**config.mk**
```make
export PLATFORM = sky130hd
export DESIGN_NAME = pss_top
export DESIGN_NICKNAME = d
export VERILOG_FILES = /design/src/pss_pkg.sv /design/src/pss_slot.sv /design/src/pss_sticky.sv /design/src/pss_top.sv
export SDC_FILE = /design/constraint.sdc
export NUM_CORES = 1
export LEC_CHECK = 0
export BUFFER_PORTS_ARGS = -buffer_cell sky130_fd_sc_hd__buf_2
export CAP_MARGIN = 20
export CELL_PAD_IN_SITES_DETAIL_PLACEMENT = 2
export CELL_PAD_IN_SITES_GLOBAL_PLACEMENT = 2
export CORE_UTILIZATION = 30
export DETAILED_ROUTE_END_ITERATION = 10
export GPL_TIMING_DRIVEN = 0
export PLACE_DENSITY = 0.76
export SETUP_SLACK_MARGIN = 0.02
export SLEW_MARGIN = 20
export SYNTH_ARGS = -nofsm -noshare
export SYNTH_HDL_FRONTEND = slang
export SYNTH_SLANG_ARGS = --single-unit
```
**constraint.sdc**
```tcl
create_clock -name aclk -period 1.2 [get_ports aclk]
set_input_delay 0.18 -clock aclk [delete_from_list [all_inputs] [get_ports aclk]]
set_output_delay 0.18 -clock aclk [all_outputs]
set_load 0.01 [all_outputs]
```
**src/pss_pkg.sv**
```systemverilog
// Package for the parallel slave buffer status block.
// Assumes a 32-bit AXI4-Lite register bus and a single 10 MHz clock.
package pss_pkg;
  localparam int unsigned  NSLOT         = 4;
  localparam logic [3:0]   ADDR_STATUS   = 4'h0;
  localparam logic [3:0]   ADDR_IRQ_STAT = 4'h4;
  localparam logic [3:0]   ADDR_IRQ_MASK = 4'h8;
  localparam logic [3:0]   ADDR_IN_DATA  = 4'hC;
  localparam int unsigned  ADDR_W        = 4;
  localparam int unsigned  BIT_IN_ALL    = 15;
  localparam int unsigned  BIT_IN_OVF    = 14;
  localparam int unsigned  BIT_IN_SLOT   = 8;
  localparam int unsigned  BIT_OUT_ALL   = 7;
  localparam int unsigned  BIT_OUT_UNF   = 6;
  localparam int unsigned  BIT_OUT_SLOT  = 0;
  localparam logic [15:0]  STATUS_RESET  = 16'h008F;
  localparam logic [1:0]   IRQ_OVF       = 2'h1;
  localparam logic [1:0]   IRQ_UNF       = 2'h2;
  localparam logic [1:0]   RESP_OKAY     = 2'h0;
  localparam logic [1:0]   RESP_SLVERR   = 2'h2;
  typedef enum logic [1:0] {PSS_IDLE, PSS_RESP} pss_wr_state_t;
endpackage : pss_pkg

```
**src/pss_slot.sv**
```systemverilog
// One byte slot with a full flag, filled from one side and drained from the other.
// Assumes fill and drain strobes are single-cycle and synchronous to aclk.
`timescale 1ns/1ns
module pss_slot
  import pss_pkg::*;
(
  input  wire logic       aclk,
  input  wire logic       aresetn,
  input  wire logic       ce,
  input  wire logic       fill,
  input  wire logic [7:0] fill_data,
  input  wire logic       drain,
  output logic            full_q,
  output logic [7:0]      data_q
);
  // A fill in the same cycle as a drain wins, so the fresh byte is never lost.
  always_ff @(posedge aclk)
  begin
    if (!aresetn)
    begin
      full_q <= 1'b0;
      data_q <= 8'h00;
    end
    else if (ce)
    begin
      if (fill)
      begin
        full_q <= 1'b1;
        data_q <= fill_data;
      end
      else if (drain)
      begin
        full_q <= 1'b0;
      end
    end
  end
endmodule : pss_slot

```
**src/pss_sticky.sv**
```systemverilog
// Sticky error flag set by hardware, cleared by a software write of zero.
// Assumes set and clear are single-cycle strobes.
`timescale 1ns/1ns
module pss_sticky
(
  input  wire logic aclk,
  input  wire logic aresetn,
  input  wire logic ce,
  input  wire logic set,
  input  wire logic clr,
  output logic      flag_q
);
  always_ff @(posedge aclk)
  begin
    if (!aresetn)
    begin
      flag_q <= 1'b0;
    end
    else if (ce)
    begin
      if (set)
      begin
        flag_q <= 1'b1;
      end
      else if (clr)
      begin
        flag_q <= 1'b0;
      end
    end
  end
endmodule : pss_sticky

```
**src/pss_top.sv**
```systemverilog
// Parallel slave port buffer and status flags, with AXI4-Lite registers.
// Assumes host strobes are synchronous one-cycle pulses on aclk.
`timescale 1ns/1ns
module pss_top
  import pss_pkg::*;
(
  input  wire logic              aclk,
  input  wire logic              aresetn,
  input  wire logic              ce,
  input  wire logic              host_wr,
  input  wire logic [1:0]        host_wr_sel,
  input  wire logic [7:0]        host_wr_data,
  input  wire logic              host_rd,
  input  wire logic [1:0]        host_rd_sel,
  output logic [7:0]             host_rd_data_q,
  input  wire logic [ADDR_W-1:0] s_axi_awaddr,
  input  wire logic              s_axi_awvalid,
  output logic                   s_axi_awready,
  input  wire logic [31:0]       s_axi_wdata,
  input  wire logic [3:0]        s_axi_wstrb,
  input  wire logic              s_axi_wvalid,
  output logic                   s_axi_wready,
  output logic [1:0]             s_axi_bresp,
  output logic                   s_axi_bvalid,
  input  wire logic              s_axi_bready,
  input  wire logic [ADDR_W-1:0] s_axi_araddr,
  input  wire logic              s_axi_arvalid,
  output logic                   s_axi_arready,
  output logic [31:0]            s_axi_rdata,
  output logic [1:0]             s_axi_rresp,
  output logic                   s_axi_rvalid,
  input  wire logic              s_axi_rready,
  output logic                   irq_q
);
  import pss_pkg::*;

  function automatic logic [NSLOT-1:0] sel_dec(input logic [1:0] sel);
    sel_dec = NSLOT'(1) << sel;
  endfunction : sel_dec

  logic [NSLOT-1:0] in_full;
  logic [NSLOT-1:0] out_full;
  logic [7:0]       in_byte [NSLOT];
  logic [7:0]       out_byte [NSLOT];
  logic [NSLOT-1:0] in_fill;
  logic [NSLOT-1:0] in_drain;
  logic [NSLOT-1:0] out_fill;
  logic [NSLOT-1:0] out_drain;
  logic             ovf_set;
  logic             unf_set;
  logic             ovf_clr;
  logic             unf_clr;
  logic             ovf_q;
  logic             unf_q;
  logic [15:0]      status;
  logic [1:0]       irq_stat_q;
  logic [1:0]       irq_mask_q;
  logic             aw_held_q;
  logic             w_held_q;
  logic [ADDR_W-1:0] awaddr_q;
  logic [31:0]      wdata_q;
  logic [3:0]       wstrb_q;
  logic             wr_go;
  logic             rd_go;
  pss_wr_state_t    wr_state_q;

  // Host strobes into each slot.
  always_comb
  begin
    in_fill   = host_wr ? sel_dec(host_wr_sel) : '0;
    out_drain = host_rd ? sel_dec(host_rd_sel) : '0;
  end

  assign ovf_set = host_wr && in_full[host_wr_sel];
  assign unf_set = host_rd && !out_full[host_rd_sel];

  // Output slot n lives at byte address ADDR_IN_DATA, word lane n; input slots read from the same word.
  assign wr_go = aw_held_q && w_held_q && (wr_state_q == PSS_IDLE);
  assign rd_go = s_axi_arvalid && s_axi_arready;

  generate
    for (genvar i = 0; i < NSLOT; i++)
    begin : g_slot
      assign out_fill[i] = wr_go && (awaddr_q == ADDR_IN_DATA) && wstrb_q[i];
      assign in_drain[i] = rd_go && (s_axi_araddr == ADDR_IN_DATA);
      pss_slot u_in (
        .aclk      (aclk),
        .aresetn   (aresetn),
        .ce        (ce),
        .fill      (in_fill[i]),
        .fill_data (host_wr_data),
        .drain     (in_drain[i]),
        .full_q    (in_full[i]),
        .data_q    (in_byte[i])
      );
      pss_slot u_out (
        .aclk      (aclk),
        .aresetn   (aresetn),
        .ce        (ce),
        .fill      (out_fill[i]),
        .fill_data (wdata_q[8*i +: 8]),
        .drain     (out_drain[i]),
        .full_q    (out_full[i]),
        .data_q    (out_byte[i])
      );
    end
  endgenerate

  // Software clears a sticky flag by writing zero to its bit in the low status byte lanes.
  assign ovf_clr = wr_go && (awaddr_q == ADDR_STATUS) && wstrb_q[1] && !wdata_q[BIT_IN_OVF];
  assign unf_clr = wr_go && (awaddr_q == ADDR_STATUS) && wstrb_q[0] && !wdata_q[BIT_OUT_UNF];

  pss_sticky u_ovf (
    .aclk    (aclk),
    .aresetn (aresetn),
    .ce      (ce),
    .set     (ovf_set),
    .clr     (ovf_clr),
    .flag_q  (ovf_q)
  );
  pss_sticky u_unf (
    .aclk    (aclk),
    .aresetn (aresetn),
    .ce      (ce),
    .set     (unf_set),
    .clr     (unf_clr),
    .flag_q  (unf_q)
  );

  always_comb
  begin
    status = '0;
    status[BIT_IN_ALL]                 = &in_full;
    status[BIT_IN_OVF]                 = ovf_q;
    status[BIT_IN_SLOT +: NSLOT]       = in_full;
    status[BIT_OUT_ALL]                = ~|out_full;
    status[BIT_OUT_UNF]                = unf_q;
    status[BIT_OUT_SLOT +: NSLOT]      = ~out_full;
  end

  always_ff @(posedge aclk)
  begin
    if (!aresetn)
    begin
      host_rd_data_q <= 8'h00;
    end
    else if (ce && host_rd)
    begin
      host_rd_data_q <= out_byte[host_rd_sel];
    end
  end

  // Interrupt status: set wins over a write-one clear.
  always_ff @(posedge aclk)
  begin
    if (!aresetn)
    begin
      irq_stat_q <= 2'h0;
      irq_mask_q <= 2'h0;
      irq_q      <= 1'b0;
    end
    else if (ce)
    begin
      irq_stat_q <= (irq_stat_q & ~((wr_go && awaddr_q == ADDR_IRQ_STAT && wstrb_q[0]) ? wdata_q[1:0] : 2'h0))
                    | (ovf_set ? IRQ_OVF : 2'h0) | (unf_set ? IRQ_UNF : 2'h0);
      if (wr_go && awaddr_q == ADDR_IRQ_MASK && wstrb_q[0])
      begin
        irq_mask_q <= wdata_q[1:0];
      end
      irq_q <= |(irq_stat_q & irq_mask_q);
    end
  end

  // Write channel: address and data taken in either order, then one response.
  always_ff @(posedge aclk)
  begin
    if (!aresetn)
    begin
      aw_held_q     <= 1'b0;
      w_held_q      <= 1'b0;
      awaddr_q      <= '0;
      wdata_q       <= 32'h0000_0000;
      wstrb_q       <= 4'h0;
      s_axi_awready <= 1'b0;
      s_axi_wready  <= 1'b0;
      s_axi_bvalid  <= 1'b0;
      s_axi_bresp   <= RESP_OKAY;
      wr_state_q    <= PSS_IDLE;
    end
    else if (ce)
    begin
      s_axi_awready <= !aw_held_q && !(s_axi_awvalid && s_axi_awready);
      s_axi_wready  <= !w_held_q && !(s_axi_wvalid && s_axi_wready);
      if (s_axi_awvalid && s_axi_awready)
      begin
        aw_held_q <= 1'b1;
        awaddr_q  <= s_axi_awaddr;
      end
      if (s_axi_wvalid && s_axi_wready)
      begin
        w_held_q <= 1'b1;
        wdata_q  <= s_axi_wdata;
        wstrb_q  <= s_axi_wstrb;
      end
      unique case (wr_state_q)
        PSS_IDLE:
        begin
          if (wr_go)
          begin
            s_axi_bvalid <= 1'b1;
            s_axi_bresp  <= (awaddr_q == ADDR_STATUS || awaddr_q == ADDR_IRQ_STAT ||
                             awaddr_q == ADDR_IRQ_MASK || awaddr_q == ADDR_IN_DATA) ? RESP_OKAY : RESP_SLVERR;
            wr_state_q   <= PSS_RESP;
          end
        end
        PSS_RESP:
        begin
          if (s_axi_bready)
          begin
            s_axi_bvalid <= 1'b0;
            aw_held_q    <= 1'b0;
            w_held_q     <= 1'b0;
            wr_state_q   <= PSS_IDLE;
          end
        end
        default:
        begin
          wr_state_q <= PSS_IDLE;
        end
      endcase
    end
  end

  // Read channel: one read at a time, answer the cycle after the address is taken.
  always_ff @(posedge aclk)
  begin
    if (!aresetn)
    begin
      s_axi_arready <= 1'b0;
      s_axi_rvalid  <= 1'b0;
      s_axi_rdata   <= 32'h0000_0000;
      s_axi_rresp   <= RESP_OKAY;
    end
    else if (ce)
    begin
      s_axi_arready <= !s_axi_rvalid && !rd_go;
      if (rd_go)
      begin
        s_axi_rvalid <= 1'b1;
        s_axi_rresp  <= RESP_OKAY;
        unique case (s_axi_araddr)
          ADDR_STATUS:   s_axi_rdata <= {16'h0000, status};
          ADDR_IRQ_STAT: s_axi_rdata <= {30'h0000_0000, irq_stat_q};
          ADDR_IRQ_MASK: s_axi_rdata <= {30'h0000_0000, irq_mask_q};
          ADDR_IN_DATA:  s_axi_rdata <= {in_byte[3], in_byte[2], in_byte[1], in_byte[0]};
          default:
          begin
            s_axi_rdata <= 32'h0000_0000;
            s_axi_rresp <= RESP_SLVERR;
          end
        endcase
      end
      else if (s_axi_rvalid && s_axi_rready)
      begin
        s_axi_rvalid <= 1'b0;
      end
    end
  end

  property p_ovf_set;
    @(posedge aclk) disable iff (!aresetn) ce && ovf_set |=> ovf_q && irq_stat_q[0];
  endproperty
  a_ovf_set: assert property (p_ovf_set) else $error("overflow not flagged");
  property p_unf_set;
    @(posedge aclk) disable iff (!aresetn) ce && unf_set |=> unf_q;
  endproperty
  a_unf_set: assert property (p_unf_set) else $error("underflow not flagged");
  property p_in_full;
    @(posedge aclk) disable iff (!aresetn) ce && host_wr |=> in_full[$past(host_wr_sel)];
  endproperty
  a_in_full: assert property (p_in_full) else $error("input slot not full after write");
  property p_in_drain;
    @(posedge aclk) disable iff (!aresetn) ce && rd_go && s_axi_araddr == ADDR_IN_DATA && !host_wr |=> in_full == 4'h0;
  endproperty
  a_in_drain: assert property (p_in_drain) else $error("input full not cleared by read");
  // Checked on the bus image, so a wrong lane or a wrong aggregate on the read path both show up.
  property p_out_all;
    @(posedge aclk) disable iff (!aresetn) s_axi_rvalid && $past(rd_go) && $past(s_axi_araddr) == ADDR_STATUS
      |-> s_axi_rdata[BIT_OUT_ALL] == (s_axi_rdata[BIT_OUT_SLOT +: NSLOT] == 4'hF);
  endproperty
  a_out_all: assert property (p_out_all) else $error("output all-empty wrong");
  property p_out_fill;
    @(posedge aclk) disable iff (!aresetn) ce && out_fill[0] |=> !status[BIT_OUT_SLOT];
  endproperty
  a_out_fill: assert property (p_out_fill) else $error("output slot empty after write");
  property p_resvd;
    @(posedge aclk) disable iff (!aresetn) s_axi_rvalid && $past(s_axi_araddr) == ADDR_STATUS && $past(rd_go)
      |-> s_axi_rdata[13:12] == 2'h0 && s_axi_rdata[5:4] == 2'h0;
  endproperty
  a_resvd: assert property (p_resvd) else $error("reserved status bits nonzero");
  property p_in_all;
    @(posedge aclk) disable iff (!aresetn) s_axi_rvalid && $past(rd_go) && $past(s_axi_araddr) == ADDR_STATUS
      |-> s_axi_rdata[BIT_IN_ALL] == (s_axi_rdata[BIT_IN_SLOT +: NSLOT] == 4'hF);
  endproperty
  a_in_all: assert property (p_in_all) else $error("input all-full wrong");
  c_ovf: cover property (@(posedge aclk) ovf_q && ovf_clr);
  c_unf: cover property (@(posedge aclk) unf_set);
  c_full: cover property (@(posedge aclk) &in_full);
endmodule : pss_top

```
Word-level counts from Yosys, hierarchy flattened
Index checks and enable logic that the tools add are counted.
- register bits: 172
- input port bits: 66
- word-level logic and storage cells: 188
- equality and inequality tests: 9
- order comparisons: 3
- reductions and logical operators: 85
- bitwise operators: 7
- shift operators: 2
- multiplexer cells: 46
- operator list (cell ; number):
    $pmux 32 s4 ; 1
    $reduce_and 2->1 ; 23
    $mux 1 ; 30
    $logic_and 1x1->1 ; 27
    $reduce_bool 2->1 ; 12
    $bmux 8 s2 ; 1
    $eq 4x4->1 const B ; 4
    $mux 8 ; 2
    $mux 2 ; 6
    $logic_not 1->1 ; 10
    $eq 4x3->1 const B ; 2
    $logic_not 4->1 ; 2
    $mux 4 ; 2
    $reduce_and 4->1 ; 2
    $reduce_or 4->1 ; 2
    $shl 1x2->4 const A ; 2
    $lt 2x3->1 const B ; 2
    $reduce_and 3->1 ; 2
    $and 2x2->2 ; 2
    $bmux 1 s2 ; 2
    $ne 2x2->1 const B ; 2
    $not 4->4 ; 1
    $pmux 2 s2 ; 1
    $ge 3x3->1 const B ; 1
    other kinds (9) ; 11

Longest topological paths before layout
Gate-level depths: netlist of run 1.
- depth after elaboration: 9
- mapped depth: 6
- gate-level depth less buffers: 3

Modules after synthesis
A second synthesis of run 1 with hierarchy kept.
- cells, all modules: 796
- area total of the unflattened synthesis: 7145.6 um^2
- by module, submodules not included (module ; cells an instance ; times used ; area an instance (um^2)):
    pss_top ; 460 ; 1 ; 4175.3
    pss_slot ; 41 ; 8 ; 361.6
    pss_sticky ; 4 ; 2 ; 38.8

Worst setup path after synthesis of run 1
No wires, ideal clock.
- path kind: register to register
- from: reg, netlist name s_axi_bvalid
- to: reg irq_mask_q[0]
- data required time: 1.082 ns
- setup slack: -0.084 ns
- setup time: 0.118 ns
- arrival: 1.166 ns
- path buffers: 0
- cell stages (with the launch flop): 4
- cells stage by stage: dfxtp_1 -> nand4b_4 -> or4_4 -> mux2i_1
- RTL lines (element ; line ; text):
    end signal, assigned ; pss_top.sv:168 ; irq_mask_q <= wdata_q[1:0];
    end, declared ; pss_top.sv:57 ; logic [1:0] irq_mask_q;

Worst setup path after layout of run 1
- from: reg awaddr_q[1]
- to: reg g_slot[3].u_out.data_q[6]
- cells in the longest elaborated chain, start to end: 4
- RTL lines (element ; line ; text):
    start, declared ; pss_top.sv:60 ; logic [ADDR_W-1:0] awaddr_q;
    start signal, assigned ; pss_top.sv:197 ; awaddr_q <= s_axi_awaddr;
    $eq 4x4->1 ; pss_top.sv:84 ; assign out_fill[i] = wr_go && (awaddr_q == ADDR_IN_DATA) && wstrb_q[i];
    $logic_and 1x1->1 (2 in series) ; pss_top.sv:84 ;
    $reduce_and 2->1 (no source line) ; -- ;
    end signal, assigned ; pss_slot.sv:29 ; data_q <= fill_data;
    end, declared ; pss_slot.sv:14 ; output logic [7:0] data_q
Every way passes these cells.
A chain may end at the register's enable or synchronous reset.

==> results of run 1 <==
==> worst min-delay path by stage <==
stage                          from                  endpoint  slack (ps)
global route        host_wr_data[7]  g_slot[3].u_in.data_q[7]          20
CTS                 host_wr_data[7]  g_slot[3].u_in.data_q[7]           2
floorplan           host_wr_data[0]  g_slot[0].u_in.data_q[0]         320
detailed placement  s_axi_awaddr[1]               awaddr_q[1]         420
global placement    s_axi_awaddr[1]               awaddr_q[1]         410
finish              host_wr_data[7]  g_slot[3].u_in.data_q[7]          20
==> final cells by class <==
class,instances,area share [%]
well taps,275,3.658
diodes,1,0.02660
flip-flops and latches,168,36.18
multi-input cells,493,33.61
inverters,8,0.3192
clock inverters,15,1.889
repair buffers,181,15.08
clock buffers,17,4.522
plain buffers,57,4.709
==> flip-flops by register name (all words and copies together), names as in the netlist, 2 cells and up <==
register / count
g_slot.u_in.data_q: 32
g_slot.u_out.data_q: 32
s_axi_rdata: 32
wdata_q: 32
host_rd_data_q: 8
awaddr_q: 4
g_slot.u_in.full_q: 4
g_slot.u_out.full_q: 4
wstrb_q: 4
irq_mask_q: 2
irq_stat_q: 2
==> worst max-delay path, stage by stage, from the launching register on <==
cell	delay (ps)
dfxtp_4	370
nand4bb_1	330
buf_4	270
o31ai_1	330
a21oi_2	100
==> where the power goes <==
part / internal (mW) / leakage [nW] / total (mW) / switching [mW]
Clock: 3.00 / 0.297 / 5.74 / 2.75
Sequential: 5.65 / 1.37 / 5.73 / 0.0754
Combinational: 0.401 / 2.11 / 0.939 / 0.538
Total: 9.05 / 3.77 / 12.4 / 3.36
==> metal layers <==
layer | track usage (%) | vias up | share of wire, %
met4 | 9.545 | 0 | 3.9
met2 | 40.49 | 146 | 51
met3 | 3.720 | 51 | 3.2
li1 | - | 2933 | -
met5 | 0 | - | 0
met1 | 27.19 | 3163 | 42
==> cells in the mapped netlist, types with 4 or more instances <==
master / instances
o2bb2ai_1: 10
inv_1: 8
buf_1: 7
nor2_1: 15
clkbuf_1: 17
nand3_1: 16
buf_4: 6
nor3_1: 4
mux2i_1: 34
mux4_2: 11
a22oi_1: 10
dfxtp_1: 168
and3_1: 4
o31ai_1: 10
buf_2: 26
nand2_1: 211
nand4_1: 11
a21oi_1: 89
o21ai_0: 9
a22o_1: 22
==> cells by family after synthesis <==
logic type,count (synthesis),synth area share [%]
compound gates,156,14.84
buf+inv,66,4.742
flops,168,51.19
mux,45,8.951
other cells,1,0.05708
simple gates,290,20.22
==> what timing repair did <==
item / 4_1_cts / 5_1_grt
endpoints found under the hold margin: 40 / 0
pin swaps: 16 / 14
buffers inserted: 15 / 9
cloned: 6 / 6
endpoints found under the setup margin: 109 / 139
hold buffers: 40 / 0
gates resized for setup: 81 / 69
==> metrics by stage <==
| stage | setup slack [ps] | total power [mW] | hold WS [ps] |
|---|---|---|---|
| 2_1_floorplan | 1.096 | 6.205 | 316.0 |
| 3_3_place_gp | -470.9 | 6.523 | 409.1 |
| 3_5_place_dp | -461.1 | 6.540 | 423.1 |
| 4_1_cts | -151.6 | 12.40 | 2.197 |
| 5_1_grt | -335.6 | 12.79 | 19.27 |
| 6_report | -317.0 | 12.41 | 18.06 |
==> impl_summary.log, run 1 <==
[metrics] status: finished, violations left
[metrics] violated checks: setup timing
[metrics] top cell type's share of synthesized area: 51.19%
[metrics] most used cells in the layout excluding fill and tap cells: 207 x nand2_1, 150 x dfxtp_1, 120 x buf_2
[metrics] master cell of the clock root buffer: clkbuf_16
[metrics] beginning of the critical path: awaddr_q[1]
[metrics] Post-Route Skew: 13.05 ps
[metrics] Reg2Reg Setup Slack: -320 ps
[metrics] Async S/R FF share, synth: 0%
[metrics] number of I/O pins: 116
[metrics] Synth Register Bits: about 170
[metrics] length of the first detailed-routing pass in iterations: 4
[metrics] core region area: 21,220 um^2
[metrics] number of cells traversed by the worst hold path: 3
[metrics] leakage power figure: between 3 and 4 nW
[metrics] number of distinct library cell variants in the gate-level netlist after synthesis: 45
[metrics] final setup violation count: 59
[metrics] Layout Utilization: 44.33%
[metrics] worst-skew pair later-pin latency: about 450 ps
[metrics] Most used DFF post-synth: dfxtp_1
[metrics] VDD IR-drop max: 1.202 mV
[metrics] most frequent standard cell in the layout excluding fill and tap cells: nand2_1
[metrics] post-synthesis sequential area ratio: about half
[metrics] CTS tree: done
[metrics] largest fanout of any net on the critical path: 8
[metrics] Num CTS Buffers: 17
[metrics] cell type with the largest total area after synthesis: dfxtp_1
[metrics] final hold vios: 0
[metrics] synth top area cells: dfxtp_1 51%, nand2_1 12%, a21oi_1 6.8%, mux2i_1 5.2%, mux4_2 3.8%
[metrics] gp weighted congestion: 0.7939
[metrics] total half-perimeter wirelength after legalization and detailed placement: roughly 16,000 um
[metrics] P per Cell Area: 1319 nW/um^2
[metrics] Final Instance Area: 9407 um^2
[metrics] nets@finish: 992
[metrics] horizontal die dimension: 150.0 um
[metrics] wire length of the first global-routing pass: 38,190 um
[metrics] worst hold path class: in -> reg
[metrics] clock-pin slew of the registers on the worst-case setup and hold paths: 70 ps
[metrics] number of synthesized flops with an enable pin: 0
[metrics] critical path endpoint category: flop
[metrics] number of antenna violations at the first check in global routing: 1
[metrics] Placement Rows: 53
[metrics] crit path time final: 1517 ps
[metrics] Die Y: 150.0 um
[metrics] total number of clock tree sinks: 168
[metrics] via total after detailed routing: roughly 6,300
[metrics] Relative slew margins: 55.16%
[metrics] Setup Crit Path Kind: reg -> reg
[metrics] area taken by flip-flops and latches: 3403 um^2
[metrics] Fillers: 2,290
[metrics] Synth Instances: ~730
[metrics] Max Buffers Root-to-Sink: 2
[metrics] initial standard-cell utilization of the core: 30.96%
[metrics] required time at the worst-slack endpoint: roughly 1500 ps
[metrics] combined global-route utilization of all metal layers: 22.85%
[metrics] layout overhead on the synthesized area: 43.17%
[metrics] Synth Area per Inst: 9.050 um^2
[metrics] Post-Layout Cell Count: 1,215
[metrics] setup tns final: -8299 ps
[metrics] wirelength, routed: 26,850 um
[metrics] number of buffer cells added on primary ports: 107
[metrics] layout cell share with drive strength beyond 1: 31.95%
[metrics] Die Outline Area: 22,500 um^2
[metrics] post-layout worst setup margin: -317.0 ps
[metrics] drt drc: 0
[metrics] fmax: 659.2 MHz
[metrics] Post-Place Cell Area: ~7500 um^2
[metrics] via count of the first global-routing pass: 6,651
[metrics] worst reg2reg path endpoint: g_slot[3].u_out.data_q[6]
[metrics] Worst Setup EP: g_slot[3].u_out.data_q[6]
[metrics] endpoint arrival time on the critical path: between 1500 and 2000 ps
[metrics] unrepaired setup endpoints after global routing: true
[metrics] placed cell count: 1,109
[metrics] Netlist Area Pre-Place: roughly 6600 um^2
[metrics] global-route congestion overflow total: 0
[metrics] H-tree Lvls: 4
[metrics] kind of launch point of the worst setup path: flop
[metrics] number of warnings printed during yosys synthesis: 0
[metrics] remaining antenna violation count after routing: 0
[metrics] number of cell instances on the worst register-to-register path: 4
[metrics] maximum number of pins on one net before global-route repair: 19
[metrics] final period utilization: 126.4%
[metrics] area occupied by multi-input gates: 3162 um^2
[metrics] Final Max Slew Viols: 0
[metrics] via-per-instance ratio: approximately 5.2
[metrics] measured slew at the worst slew-check pin: ~670 ps
[metrics] detailed-route wire length per cell: 22.09 um
[metrics] Reg-to-Reg Start: awaddr_q[1]
[metrics] drt first-iter violations: 262
[metrics] max-capacitance violation count: 0
No activity file was read; power rests on OpenSTA's default activity.
==> inputs of run 2 (changes only) <==
Settings changed: ABC_AREA set to 1, CORE_UTILIZATION 30 to 28, MAX_ROUTING_LAYER set to met4, PLACE_DENSITY 0.76 to 0.77.
==> run 2 against run 1 <==
Routed wire length increased by 1.9%; area after synthesis decreased by 0.57%; non-clock buffer count decreased by 17; critical path depth increased by 2; sequential share of layout area decreased by 1.8 points; sequential power increased by 2%; via count increased by 8.6%; the run still ends with setup timing left.
==> impl_summary.log, run 2 <==
[metrics] status: finished, violations left (unchanged)
[metrics] violated checks: setup timing (unchanged)
[metrics] max-capacitance violation count: 0 (unchanged)
[metrics] drt first-iter violations: 260 (was 262)
[metrics] Synth Register Bits: 168 (unchanged)
[metrics] worst setup slack after placement: -509.1 ps (was -461.1 ps)
[metrics] combined global-route utilization of all metal layers: 22.27% (was 22.85%)
[metrics] Post-synth top cells: 201 x nor2_1, 168 x dfxtp_1, 167 x nand2_1 (was 211 x nand2_1, 168 x dfxtp_1, 89 x a21oi_1)
[metrics] Async S/R FF share, synth: 0% (unchanged)
[metrics] measured slew at the worst slew-check pin: 716.8 ps (was 667.6 ps)
[metrics] Slowest cell on crit path: dfxtp_2 (was dfxtp_4)
[metrics] post-layout worst setup margin: -280.0 ps (was -317.0 ps)
[metrics] maximum number of pins on one net before global-route repair: 17 (was 19)
[metrics] Relative slew margins: 52.21% (was 55.16%)
[metrics] layout cell share with drive strength beyond 1: 36.81% (was 31.95%)
[metrics] endpoint arrival time on the critical path: 1800 ps (was 1840 ps)
[metrics] remaining antenna violation count after routing: 0 (unchanged)
[metrics] final period utilization: 123.3% (was 126.4%)
[metrics] number of warnings printed during yosys synthesis: 0 (unchanged)
[metrics] top cell type's share of synthesized area: 51.48% (was 51.19%)
[metrics] H-tree Lvls: 4 (unchanged)
[metrics] CTS tree: done (unchanged)
[metrics] Synth Instances: 887 (was 726)
[metrics] ANT cells: 0 (was 1)
[metrics] core region area: 22,780 um^2 (was 21,220 um^2)
[metrics] unrepaired setup endpoints after global routing: true (unchanged)
[metrics] fmax: 675.7 MHz (was 659.2 MHz)
[metrics] cell type with the largest total area after synthesis: dfxtp_1 (unchanged)
[metrics] master cell of the clock root buffer: clkbuf_16 (unchanged)
[metrics] nets@finish: 1,156 (was 992)
[metrics] final hold vios: 0 (unchanged)
[metrics] Setup Crit Path Kind: reg -> reg (unchanged)
[metrics] Die Y: 154.7 um (was 150.0 um)
[metrics] horizontal die dimension: 154.7 um (was 150.0 um)
[metrics] critical path endpoint category: flop (unchanged)
[metrics] total number of clock tree sinks: 168 (unchanged)
[metrics] initial standard-cell utilization of the core: 28.68% (was 30.96%)
[metrics] Placement Rows: 55 (was 53)
[metrics] total half-perimeter wirelength after legalization and detailed placement: 16,400 um (was 16,250 um)
[metrics] length of the first detailed-routing pass in iterations: 4 (unchanged)
[metrics] gp weighted congestion: 0.8288 (was 0.7939)
[metrics] Post-Place Cell Area: 7496 um^2 (was 7482 um^2)
[metrics] slowest stage delay, CP: 330 ps (was 370 ps)
[metrics] leakage power figure: 4.275 nW (was 3.772 nW)
[metrics] required time at the worst-slack endpoint: 1520 ps (was 1530 ps)
[metrics] clock-pin slew of the registers on the worst-case setup and hold paths: 70 ps (about the same)
[metrics] Synth Area per Inst: 7.365 um^2 (was 9.050 um^2)
[metrics] Post-Route Skew: 15.75 ps (was 13.05 ps)
[metrics] detailed-route wire length per cell: 19.33 um (was 22.09 um)
[metrics] number of buffer cells added on primary ports: 112 (was 107)
[metrics] global-route congestion overflow total: 0 (unchanged)
[metrics] P per Cell Area: 1292 nW/um^2 (was 1319 nW/um^2)
[metrics] placed cell count: 1,313 (was 1,109)
[metrics] Netlist Area Pre-Place: 6533 um^2 (was 6570 um^2)
[metrics] Die Outline Area: 23,940 um^2 (was 22,500 um^2)
[metrics] worst hold path class: in -> reg (unchanged)
[metrics] Final Max Slew Viols: 0 (unchanged)
[metrics] Most used DFF post-synth: dfxtp_1 (unchanged)
[metrics] number of synthesized flops with an enable pin: 0 (unchanged)
[metrics] most frequent standard cell in the layout excluding fill and tap cells: dfxtp_1 (was nand2_1)
[metrics] VDD IR-drop max: 0.7786 mV (was 1.202 mV)
[metrics] worst-skew pair later-pin latency: 440 ps (was 450 ps)
[metrics] drt drc: 0 (unchanged)
[metrics] number of I/O pins: 116 (unchanged)
[metrics] Final Instance Area: 9818 um^2 (was 9407 um^2)
[metrics] via total after detailed routing: 6,833 (was 6,293)
[metrics] Max Buffers Root-to-Sink: 2 (unchanged)
[metrics] Num CTS Buffers: 17 (unchanged)
[metrics] largest fanout of any net on the critical path: 5 (was 8)
[metrics] layout overhead on the synthesized area: 50.30% (was 43.17%)
[metrics] most used cells in the layout excluding fill and tap cells: 161 x dfxtp_1, 145 x nor2_1, 124 x nand2_1 (was 207 x nand2_1, 150 x dfxtp_1, 120 x buf_2)
[metrics] Layout Utilization: 43.10% (was 44.33%)
[metrics] kind of launch point of the worst setup path: flop (unchanged)
[metrics] leading cell type by number of instances after synthesis: nor2_1 (was nand2_1)
[metrics] via count of the first global-routing pass: 7,154 (was 6,651)
[metrics] worst-path cell chain: inv_2 > nand4_1 > inv_4 > nand3_2 > o21ai_0 > nor2_1 (was nand4bb_1 > buf_4 > o31ai_1 > a21oi_2)
[metrics] final setup violation count: 65 (was 59)
[metrics] setup tns final: -6314 ps (was -8299 ps)
[metrics] wire length of the first global-routing pass: 39,540 um (was 38,190 um)
[metrics] number of antenna violations at the first check in global routing: 0 (was 1)
[metrics] synth top area cells: dfxtp_1 51%, nor2_1 12%, nand2_1 9.6%, o21ai_0 8.8%, a21oi_1 5.1% (was dfxtp_1 51%, nand2_1 12%, a21oi_1 6.8%, mux2i_1 5.2%, mux4_2 3.8%)
[metrics] crit path time final: 1480 ps (was 1517 ps)
[metrics] post-synthesis sequential area ratio: 51.48% (was 51.19%)
[metrics] Post-Layout Cell Count: 1,416 (was 1,215)
[metrics] number of distinct library cell variants in the gate-level netlist after synthesis: 29 (was 45)
[metrics] via-per-instance ratio: 4.826 (was 5.179)
[metrics] wirelength, routed: 27,370 um (was 26,850 um)
-- run 2: worst paths after layout --
| check | start | cells past startpoint | slack [ps] | endpoint |
|---|---|---|---|---|
| max | s_axi_bvalid | 6 | -280 | g_slot[2].u_out.data_q[2] |
| min | s_axi_wdata[30] | 3 | 20 | wdata_q[30] |
| max reg2reg | s_axi_bvalid | 6 | -280 | g_slot[2].u_out.data_q[2] |
| min reg2reg | g_slot[1].u_in.data_q[6] | 2 | 460 | g_slot[1].u_in.data_q[6] |
-- run 2: area by class of cell --
type | count | area, um^2
inverter | 68 | 299.0
sequential | 168 | 3377
fill | 2551 | 12960
clock inverter | 14 | 160.2
buffer | 39 | 355.3
timing repair buffer | 182 | 1345
clock buffer | 18 | 439.2
tap | 313 | 391.6
multi-input combinational | 614 | 3451
-- run 2: timing repair --
item,4_1_cts,5_1_grt
hold endpoints to repair,32,0
gates cloned,6,6
resized for setup,132,223
hold buffers,32,0
setup buffers,17,11
pin swaps,26,53
endpoints found under the setup margin,116,129
-- run 2: cell families after synthesis --
group                  after synthesis  share of synthesized area [%]
buffers and inverters              108                          6.876
other                                1                        0.05741
AO/OA/AOI/OAI                      200                          15.95
flip-flops                         168                          51.48
AND/OR/NAND/NOR                    410                          25.63
-- run 2: critical path: cells and delay by family (launching register included) --
family          cells  cell delay, ps
buf+inv             2             300
compound gates      1             240
simple gates        3             500
flops               1             330
-- run 2: per-layer routing --
| layer | part of all wire [%] | global-route usage [%] | routed length, um | up-vias |
|---|---|---|---|---|
| met5 | 0 | - | 0 | - |
| met4 | 2.4 | 5.799 | 666 | 0 |
| met3 | 3.0 | 3.334 | 812 | 50 |
| li1 | - | - | - | 3267 |
| met2 | 52 | 38.78 | 14190 | 143 |
| met1 | 43 | 26.76 | 11700 | 3373 |
-- run 2: power by group --
part | switching [mW] | internal [mW] | total (mW)
Sequential | 0.132 | 5.72 | 5.85
Combinational | 0.658 | 0.454 | 1.11
Clock | 2.55 | 3.18 | 5.73
-- run 2: metrics by stage --
step	hold WS, ps	power (mW)
after floorplan	314.9	6.312
after global placement	403.3	6.671
after detailed placement	410.2	6.698
after CTS	12.26	12.59
after global routing	27.91	13.12
final	16.59	12.69
